[config.mk]
export PLATFORM = sky130hd
export DESIGN_NAME = interrupt_request_flags
export DESIGN_NICKNAME = d
export VERILOG_FILES = /design/src/verilog/irq_flags_pkg.sv /design/src/verilog/interrupt_request_flags.sv
export SDC_FILE = /design/constraint.sdc
export NUM_CORES = 1
export LEC_CHECK = 0
export ABC_AREA = 1
export BUFFER_PORTS_ARGS = -buffer_cell sky130_fd_sc_hd__buf_2
export CORE_ASPECT_RATIO = 1.25
export CORE_UTILIZATION = 46
export DETAILED_ROUTE_END_ITERATION = 10
export GPL_TIMING_DRIVEN = 0
export PLACE_DENSITY = 0.8
export RECOVER_POWER = 25
export SLEW_MARGIN = 20
export SYNTH_ARGS = -nofsm -noshare
export SYNTH_HDL_FRONTEND = slang
export SYNTH_SLANG_ARGS = --single-unit
[constraint.sdc]
create_clock -name mclk -period 2 [get_ports mclk]
set_clock_uncertainty 0.05 [all_clocks]
set_input_delay 0.3 -clock mclk [delete_from_list [all_inputs] [get_ports mclk]]
set_output_delay 0.3 -clock mclk [all_outputs]
set_load 0.005 [all_outputs]
[src/verilog/irq_flags_pkg.sv]
package irq_flags_pkg;

  // printed offsets are not all multiples of four: they are register indices
  localparam logic [7:0] TIMER_AND_PIN_IRQ_CONTROL_IDX = 8'h88;
  localparam logic [7:0] TWO_WIRE_CONTROL_IDX          = 8'hDC;
  localparam logic [7:0] SPI_STATUS_IDX                = 8'hE1;
  localparam logic [7:0] SPI_DATA_REGISTER_IDX         = 8'hE2;
  localparam logic [7:0] SERIAL_PORT_CONTROL_IDX       = 8'hE8;
  localparam logic [7:0] IRQ_STATUS_IDX                = 8'hF0;
  localparam logic [7:0] IRQ_MASK_IDX                  = 8'hF1;
  localparam logic [7:0] VECTOR_IDX                    = 8'hF2;

  localparam int TIMER_ONE_BIT  = 7;
  localparam int TIMER_ZERO_BIT = 5;
  localparam int EXT_ONE_BIT    = 3;
  localparam int EXT_ZERO_BIT   = 1;
  localparam int TX_DONE_BIT    = 1;
  localparam int RX_DONE_BIT    = 0;
  localparam int SPI_DONE_BIT   = 7;
  localparam int TWO_WIRE_BIT   = 7;

  localparam logic [4:0] TWO_WIRE_IDLE_CODE = 5'h1F; // status F8h >> 3

  // summary status bit positions
  localparam int NUM_SRC     = 8;
  localparam int SRC_T1      = 0;
  localparam int SRC_T0      = 1;
  localparam int SRC_EXT1    = 2;
  localparam int SRC_EXT0    = 3;
  localparam int SRC_TX      = 4;
  localparam int SRC_RX      = 5;
  localparam int SRC_SPI     = 6;
  localparam int SRC_TWOWIRE = 7;

  localparam logic [15:0] RESET_VECTOR     = 16'h0000;
  localparam logic [15:0] EXT_ZERO_VECTOR  = 16'h0003;
  localparam logic [15:0] TIMER_ZERO_VECTOR = 16'h000B;
  localparam logic [15:0] EXT_TWO_VECTOR   = 16'h0083;

  localparam logic [7:0] FLAGS_RESET = 8'h00;

  typedef enum logic [1:0] {
    SERIAL_MODE0,
    SERIAL_MODE1,
    SERIAL_MODE2,
    SERIAL_MODE3
  } serial_mode_t;

  typedef struct packed {
    logic       timerOneOvf;    // timer 1 overflow/reload pulse
    logic       timerZeroOvf;   // timer 0 overflow/reload pulse
    logic       extOneReq;      // external_interrupt_one request pulse
    logic       extZeroReq;     // external_interrupt_zero request pulse
    logic       extTwoReq;      // external_interrupt_two request pulse
    logic       dataBit8End;    // end of data bit 8 pulse
    logic       stopBitStart;   // start of stop bit pulse
    logic       stopBitMid;     // middle of stop bit pulse
    logic       txActive;       // uart frame is a transmit
    logic       spiDone;        // spi transfer finished pulse
    logic       twoWireEnter;   // two-wire state entered pulse
    logic [4:0] twoWireState;   // two-wire status code >> 3
  } event_t;

  typedef struct packed {
    logic [7:0] timerCtl;
    logic [7:0] serialCtl;
    logic       spiDone;
    logic       spiStatusRead;
    logic       twoWireFlag;
    logic       extTwoPend;
    logic [7:0] status;
    logic [7:0] mask;
    logic       waitPhase;
    logic [31:0] readData;
  } state_t;

endpackage

[src/verilog/interrupt_request_flags.sv]
`timescale 1ns/1ps
// How it works
// - timer-1 flag sits at bit 7 of timer_and_pin_irq_control and sets on timer 1 overflow.
// - timer-0 flag sits at bit 5 and sets on timer 0 overflow.
// - external-pin-one flag sits at bit 3 and sets on the P0.0 pin request.
// - external-pin-zero flag sits at bit 1 and sets on the P3.0 pin request.
// - writes of 1 to those four flags are ignored; only 0 clears them.
// - transmit-done sets at end of data bit 8 in mode 0, else at start of stop bit.
// - receive-done sets at end of data bit 8 in mode 0, else at middle of stop bit.
// - rx-done is bit 0 and tx-done bit 1 of serial control; hardware never clears them.
// - spi transfer-complete (bit 7 of spi_status) sets when a transfer finishes.
// - reading spi_status and then spi_data_register clears spi transfer-complete.
// - two-wire flag (bit 7 of two_wire_control) sets on entry to a protocol state.
// - entering idle state F8h does not set the two-wire flag.
// - two-wire flag clears only when software writes 0 to it.
// - writing 1 to the two-wire flag leaves it unchanged.
// - vectors: reset at 0, external zero at 0x0003, external two at 0x0083.
module interrupt_request_flags
  import irq_flags_pkg::*;
(
  input  wire logic                       mclk,          // 200 MHz system clock
  input  wire logic                       rst_b,         // async reset, active low
  input  wire logic [9:0]                 address,       // avalon word address
  input  wire logic                       read,          // avalon read
  input  wire logic                       write,         // avalon write
  input  wire logic [3:0]                 byteenable,    // avalon byte enables
  input  wire logic [31:0]                writedata,     // avalon write data
  output logic      [31:0]                readdata,      // avalon read data
  output logic                            waitrequest,   // avalon wait
  output logic      [1:0]                 response,      // 00 ok, 11 decode error
  input  irq_flags_pkg::event_t           events,        // peripheral events
  input  irq_flags_pkg::serial_mode_t     serialMode,    // uart mode
  input  wire logic [7:0]                 spiRxData,     // spi receive byte
  output logic      [irq_flags_pkg::NUM_SRC-1:0] cpuRequest, // per-source requests
  output logic      [15:0]                vectorAddr,    // vector of highest of ext0, t0, ext2 requests
  output logic                            irq            // masked summary interrupt
);
  import irq_flags_pkg::*;

  ////////////////////////////////////////////////////////////////////////////
  state_t st_r;
  state_t st_nxt;
  logic   hit;
  logic   wrEn;
  logic   rdEn;
  logic [7:0] idx;
  logic [7:0] wb;
  logic [NUM_SRC-1:0] srcEvt;
  logic   rdCap;
  logic   selTimerCtl;
  logic   selTwoWire;
  logic   selSpiStatus;
  logic   selSpiData;
  logic   selSerialCtl;
  logic   selIrqStatus;
  logic   selIrqMask;
  logic   selVector;

  // a flag that software may clear by writing 0; writes of 1 keep the value
  function automatic logic clr0Flag(input logic cur, input logic setEv,
                                    input logic wr, input logic wbit);
    logic v;
    v = cur;
    if (wr && !wbit) begin
      v = 1'b0;
    end
    if (setEv) begin
      v = 1'b1;
    end
    return v;
  endfunction

  function automatic logic isMapped(input logic [7:0] a);
    logic m;
    m = 1'b0;
    if (a == TIMER_AND_PIN_IRQ_CONTROL_IDX) begin
      m = 1'b1;
    end else if (a == TWO_WIRE_CONTROL_IDX) begin
      m = 1'b1;
    end else if (a == SPI_STATUS_IDX) begin
      m = 1'b1;
    end else if (a == SPI_DATA_REGISTER_IDX) begin
      m = 1'b1;
    end else if (a == SERIAL_PORT_CONTROL_IDX) begin
      m = 1'b1;
    end else if (a == IRQ_STATUS_IDX) begin
      m = 1'b1;
    end else if (a == IRQ_MASK_IDX) begin
      m = 1'b1;
    end else if (a == VECTOR_IDX) begin
      m = 1'b1;
    end
    return m;
  endfunction

  // value that a read of one register index returns; upper bits read zero
  function automatic logic [31:0] readMux(input logic [7:0]  a,
                                          input state_t      s,
                                          input logic [7:0]  spiByte,
                                          input logic [15:0] vec);
    logic [31:0] d;
    d = '0;
    if (a == TIMER_AND_PIN_IRQ_CONTROL_IDX) begin
      d[7:0] = s.timerCtl;
    end else if (a == TWO_WIRE_CONTROL_IDX) begin
      d[TWO_WIRE_BIT] = s.twoWireFlag;
    end else if (a == SPI_STATUS_IDX) begin
      d[SPI_DONE_BIT] = s.spiDone;
    end else if (a == SPI_DATA_REGISTER_IDX) begin
      d[7:0] = spiByte;
    end else if (a == SERIAL_PORT_CONTROL_IDX) begin
      d[7:0] = s.serialCtl;
    end else if (a == IRQ_STATUS_IDX) begin
      d[7:0] = s.status;
    end else if (a == IRQ_MASK_IDX) begin
      d[7:0] = s.mask;
    end else if (a == VECTOR_IDX) begin
      d[15:0] = vec;
    end
    return d;
  endfunction

  ////////////////////////////////////////////////////////////////////////////
  // one wait cycle per access, answer on the second edge
  assign idx         = address[7:0];
  assign hit         = (address[9:8] == 2'b00) && isMapped(idx);
  assign wrEn        = write && st_r.waitPhase && byteenable[0];
  assign rdEn        = read && st_r.waitPhase;
  // read data is captured on the first edge so that it stands when waitrequest drops
  assign rdCap        = read && !st_r.waitPhase;
  assign selTimerCtl  = hit && (idx == TIMER_AND_PIN_IRQ_CONTROL_IDX);
  assign selTwoWire   = hit && (idx == TWO_WIRE_CONTROL_IDX);
  assign selSpiStatus = hit && (idx == SPI_STATUS_IDX);
  assign selSpiData   = hit && (idx == SPI_DATA_REGISTER_IDX);
  assign selSerialCtl = hit && (idx == SERIAL_PORT_CONTROL_IDX);
  assign selIrqStatus = hit && (idx == IRQ_STATUS_IDX);
  assign selIrqMask   = hit && (idx == IRQ_MASK_IDX);
  assign selVector    = hit && (idx == VECTOR_IDX);
  assign wb          = writedata[7:0];
  assign waitrequest = (read || write) && !st_r.waitPhase;
  assign readdata    = st_r.readData;
  assign response    = ((read || write) && !hit) ? 2'b11 : 2'b00;

  // uart completion events chosen by mode
  always_comb begin
    srcEvt              = '0;
    srcEvt[SRC_T1]      = events.timerOneOvf;
    srcEvt[SRC_T0]      = events.timerZeroOvf;
    srcEvt[SRC_EXT1]    = events.extOneReq;
    srcEvt[SRC_EXT0]    = events.extZeroReq;
    if (serialMode == SERIAL_MODE0) begin
      srcEvt[SRC_TX]    = events.dataBit8End && events.txActive;
      srcEvt[SRC_RX]    = events.dataBit8End && !events.txActive;
    end else begin
      srcEvt[SRC_TX]    = events.stopBitStart && events.txActive;
      srcEvt[SRC_RX]    = events.stopBitMid && !events.txActive;
    end
    srcEvt[SRC_SPI]     = events.spiDone;
    srcEvt[SRC_TWOWIRE] = events.twoWireEnter &&
                          (events.twoWireState != TWO_WIRE_IDLE_CODE);
  end

  ////////////////////////////////////////////////////////////////////////////
  always_comb begin
    logic tcWr;
    logic scWr;
    logic twWr;
    tcWr   = wrEn && selTimerCtl;
    scWr   = wrEn && selSerialCtl;
    twWr   = wrEn && selTwoWire;
    st_nxt = st_r;
    st_nxt.waitPhase = (read || write) && !st_r.waitPhase;

    st_nxt.timerCtl[TIMER_ONE_BIT]  = clr0Flag(st_r.timerCtl[TIMER_ONE_BIT],
      srcEvt[SRC_T1], tcWr, wb[TIMER_ONE_BIT]);
    st_nxt.timerCtl[TIMER_ZERO_BIT] = clr0Flag(st_r.timerCtl[TIMER_ZERO_BIT],
      srcEvt[SRC_T0], tcWr, wb[TIMER_ZERO_BIT]);
    st_nxt.timerCtl[EXT_ONE_BIT]    = clr0Flag(st_r.timerCtl[EXT_ONE_BIT],
      srcEvt[SRC_EXT1], tcWr, wb[EXT_ONE_BIT]);
    st_nxt.timerCtl[EXT_ZERO_BIT]   = clr0Flag(st_r.timerCtl[EXT_ZERO_BIT],
      srcEvt[SRC_EXT0], tcWr, wb[EXT_ZERO_BIT]);

    // serial flags: software clears by writing 0, hardware only sets
    st_nxt.serialCtl[TX_DONE_BIT] = clr0Flag(st_r.serialCtl[TX_DONE_BIT],
      srcEvt[SRC_TX], scWr, wb[TX_DONE_BIT]);
    st_nxt.serialCtl[RX_DONE_BIT] = clr0Flag(st_r.serialCtl[RX_DONE_BIT],
      srcEvt[SRC_RX], scWr, wb[RX_DONE_BIT]);

    st_nxt.twoWireFlag = clr0Flag(st_r.twoWireFlag, srcEvt[SRC_TWOWIRE],
      twWr, wb[TWO_WIRE_BIT]);

    // spi flag: a status read that showed the flag arms, the following data read clears
    if (rdEn && selSpiStatus && st_r.readData[SPI_DONE_BIT]) begin
      st_nxt.spiStatusRead = 1'b1;
    end else if (rdEn && selSpiData) begin
      st_nxt.spiStatusRead = 1'b0;
      if (st_r.spiStatusRead) begin
        st_nxt.spiDone = 1'b0;
      end
    end
    if (srcEvt[SRC_SPI]) begin
      st_nxt.spiDone = 1'b1;
      st_nxt.spiStatusRead = 1'b0;
    end

    // summary status: write one to clear, a new event wins
    if (wrEn && selIrqStatus) begin
      st_nxt.status = st_r.status & ~wb;
    end
    st_nxt.status = st_nxt.status | srcEvt;
    if (wrEn && selIrqMask) begin
      st_nxt.mask = wb;
    end

    // external two has no flag register; its request is held until the vector is read
    if (rdEn && selVector && (st_r.readData[15:0] == EXT_TWO_VECTOR)) begin
      st_nxt.extTwoPend = 1'b0;
    end
    if (events.extTwoReq) begin
      st_nxt.extTwoPend = 1'b1;
    end

    // unmapped indices and upper address bits read zero
    if (rdCap) begin
      st_nxt.readData = hit ? readMux(idx, st_r, spiRxData, vectorAddr) : 32'h00000000;
    end
  end

  ////////////////////////////////////////////////////////////////////////////
  always_ff @(posedge mclk or negedge rst_b) begin
    if (!rst_b) begin
      st_r          <= '0;
    end else begin
      st_r          <= st_nxt;
    end
  end

  ////////////////////////////////////////////////////////////////////////////
  always_comb begin
    cpuRequest              = '0;
    cpuRequest[SRC_T1]      = st_r.timerCtl[TIMER_ONE_BIT];
    cpuRequest[SRC_T0]      = st_r.timerCtl[TIMER_ZERO_BIT];
    cpuRequest[SRC_EXT1]    = st_r.timerCtl[EXT_ONE_BIT];
    cpuRequest[SRC_EXT0]    = st_r.timerCtl[EXT_ZERO_BIT];
    cpuRequest[SRC_TX]      = st_r.serialCtl[TX_DONE_BIT];
    cpuRequest[SRC_RX]      = st_r.serialCtl[RX_DONE_BIT];
    cpuRequest[SRC_SPI]     = st_r.spiDone;
    cpuRequest[SRC_TWOWIRE] = st_r.twoWireFlag;
  end

  // fixed vector for the most urgent of external zero, timer zero and external two; reset vector otherwise
  always_comb begin
    vectorAddr = RESET_VECTOR;
    if (cpuRequest[SRC_EXT0]) begin
      vectorAddr = EXT_ZERO_VECTOR;
    end else if (cpuRequest[SRC_T0]) begin
      vectorAddr = TIMER_ZERO_VECTOR;
    end else if (st_r.extTwoPend) begin
      vectorAddr = EXT_TWO_VECTOR;
    end
  end

  assign irq = |(st_r.status & st_r.mask);

endmodule

==> impl_metrics.tcl <==
set metrics [dict create \
    cp_common_cell "nand2_2" \
    r2r_setup_slack_ns 0.43 \
    syn_inst 357 \
    ys_warn_count 0 \
    ys_seq_area_frac 0.343 \
    clk_path_buf_depth 2 \
    cp.arrival_ns 1.55 \
    cts_made_buffers 5 \
    ant_nets 0 \
    num-nets-final 556 \
    drt-total-wl_um 6330 \
    num_rows 29 \
    ir_drop_uv 353 \
    dieArea_um2 5850 \
    dp_slack_ns -0.0771 \
    reg2reg_depth 5 \
    final_area_um2 3290 \
    tightest_slew_ns 0.882 \
    grt_pass1_vias 2407 \
    met1_usage 0.265 \
    htreeDepth 2 \
    place_area_um2 3120 \
    final_cell_mix "nand2_1, buf_2, buf_4" \
    dp.cells 526 \
    power-per-cell-area_nw_per_um2 450 \
    num_vias 2558 \
    drc 0 \
    cp_slowest_cell "nor2_4" \
    status "finished, final reports clean" \
    synth_area_per_cell_um2 7.14 \
    finalNonFillerCells 543 \
    gr-usage-all-layers 0.230 \
    setup_violations 0 \
    clockRootBuffer "clkbuf_8" \
    grt.met3_usage 0.0430 \
    routed_via_density 4.71 \
    clkSinkCount 35 \
    synth_seq_cells 35 \
    crit_path_start_kind "primary input" \
    num_antenna_cells 0 \
    grt_max_degree 36 \
    die_y_um 85.2 \
    setup_ws_ns 0.0969 \
    syn_to_final_growth_pct 29.1 \
    yosysUniqueCellTypes 33 \
    critical_path.top_delay_family "simple AND/OR/NAND/NOR gates" \
    cp.required_ns 1.65 \
    top_usage_layer "met2" \
    cts_tree "yes" \
    die_x_um 68.6 \
    fin_crit_sh 0.952 \
    finalHoldViolCount 0 \
    use_met2 0.392 \
    io_pins 136 \
    initial_core_util 0.491 \
    finalCriticalPeriod_ns 1.90 \
    place_congestion 0.918 \
    firstDrtPassIters 4 \
    post_synth_instance_area_um2 2550 \
    cp_cell_sequence "buf_2 -> nand2_2 -> nor2_1 -> nand2_2 -> nand2_2 -> nor2_4 -> nand3_4 -> nand2_4 -> inv_4 -> a21oi_2 -> buf_4 -> buf_2" \
    hold_slack_ns 0.0598 \
    end_kind "output pin" \
    antenna_found_initial 0 \
    fill_cells 485 \
    portBuffers 72 \
    clk_pin_slew_ns 0.07 \
    overflow 0 \
    max_freq_ghz 0.525 \
    drv_cap 0 \
    cellLeakagePower_nw 1.93 \
    r2r-end "cpuRequest[1]" \
    insertion_delay_ns 0.30 \
    hold_path_class "primary input to async pin" \
    path_class "primary input to output pin" \
    path_max_fanout 5 \
    routedWlPerCell_um 11.7 \
    drive_gt1_frac 0.358 \
    slew_headroom 0.412 \
    r2r_start "st_r[32]" \
    layout_commonest_cell "nand2_1" \
    grt_pass1_wl_um 10100 \
    critPathMaxStageDelay_ns 0.15 \
    hpwlAfterDp_um 5030 \
    drtIter0Drc 182 \
    path_buf_inv 4 \
    core_um2 5190 \
    utilization 0.635 \
    final-max-slew-violation-count 0 \
]
==> synth_stat cells <==
cell / count / share of area
inv_4: 1 / 0.0025
o22ai_1: 2 / 0.0049
or2_2: 2 / 0.0049
inv_2: 5 / 0.0074
nand3b_1: 1 / 0.0029
or2_0: 1 / 0.0025
nand4_1: 4 / 0.0098
nor2_2: 1 / 0.0025
o211ai_1: 1 / 0.0029
nand2_2: 7 / 0.017
buf_4: 54 / 0.16
dfrtp_1: 35 / 0.34
nor2_1: 28 / 0.041
o21bai_1: 2 / 0.0059
conb_1: 1 / 0.0015
clkinv_1: 1 / 0.0015
o2bb2ai_1: 1 / 0.0034
nand2_4: 1 / 0.0044
nor3_1: 3 / 0.0059
nor2_4: 5 / 0.022
o21ai_1: 4 / 0.0079
nand3_2: 1 / 0.0039
nor3_4: 1 / 0.0064
nor4_1: 1 / 0.0025
a21oi_1: 11 / 0.022
nand3_4: 2 / 0.014
nand4_4: 1 / 0.0083
a21o_1: 2 / 0.0059
nand3_1: 25 / 0.049
inv_1: 36 / 0.053
o2111ai_1: 1 / 0.0034
o21ai_0: 16 / 0.031
nand2_1: 100 / 0.15
==> per-stage QoR <==
step / setup TNS (ns) / total power [mW]
final: 0 / 1.48
after global routing: -0.0125 / 1.54
after CTS: 0 / 1.47
after detailed placement: -0.0771 / 0.939
after global placement: -0.0418 / 0.936
after floorplan: 0 / 0.851
==> layer usage <==
| layer | up-vias | share of wire |
|---|---|---|
| li1 | 1287 | - |
| met1 | 1147 | 0.40 |
| met2 | 102 | 0.50 |
| met3 | 22 | 0.060 |
| met4 | 0 | 0.037 |
| met5 | - | 0 |
==> power by group <==
part,switching [mW],internal (mW)
combinational,0.117,0.103
sequential,0.00246,0.710
clock,0.268,0.282
==> how the worst max path moves through the flow <==
stage	from	end	slack, ns	depth (start not counted)
global route	address[1]	response[1]	-0.01	13
global placement	address[7]	response[1]	-0.04	12
detailed placement	address[7]	response[1]	-0.08	12
finish	address[7]	response[1]	0.1	12
floorplan	address[7]	response[1]	0.28	10
CTS	address[1]	response[1]	0.01	11
==> kinds of logic (layout without fill, tap and decap cells) <==
logic type             after synthesis  in the layout  synth area share
AOI/OAI and AO/OA                   40             40            0.0873
and+or+nand+nor                    184            184             0.344
buffers and inverters               97            186             0.223
DFF                                 35             35             0.343
other                                1             36           0.00147
==> worst reg2reg max path: stages, from the launching register on <==
cell	delay, ns
dfrtp_1	0.39
nand3_1	0.18
inv_1	0.25
nand3_1	0.22
o21ai_0	0.27
nand2_1	0.08
==> layout make-up <==
type / instances / area (µm²) / area share
Clock buffer: 7 / 86.3 / 0.0262
Sequential cell: 35 / 876 / 0.266
Multi-Input combinational cell: 260 / 1240 / 0.378
Clock inverter: 1 / 8.76 / 0.00266
Timing Repair Buffer: 81 / 428 / 0.130
Tap cell: 62 / 77.6 / 0.0236
Buffer: 54 / 405 / 0.123
Inverter: 43 / 166 / 0.0505
==> registers in the layout, indices dropped and copies added (netlist names) <==
signal,cells
cpuRequest,8
st_r,19
readdata,8
==> repair_timing <==
item                       4_1_cts  5_1_grt
setup buffers                    0        9
hold buffers                     0        0
gates resized for setup          2        2
pin swaps                        0        3
setup endpoints to repair        2        2
Note: power is estimated with default switching activity, not from simulation.
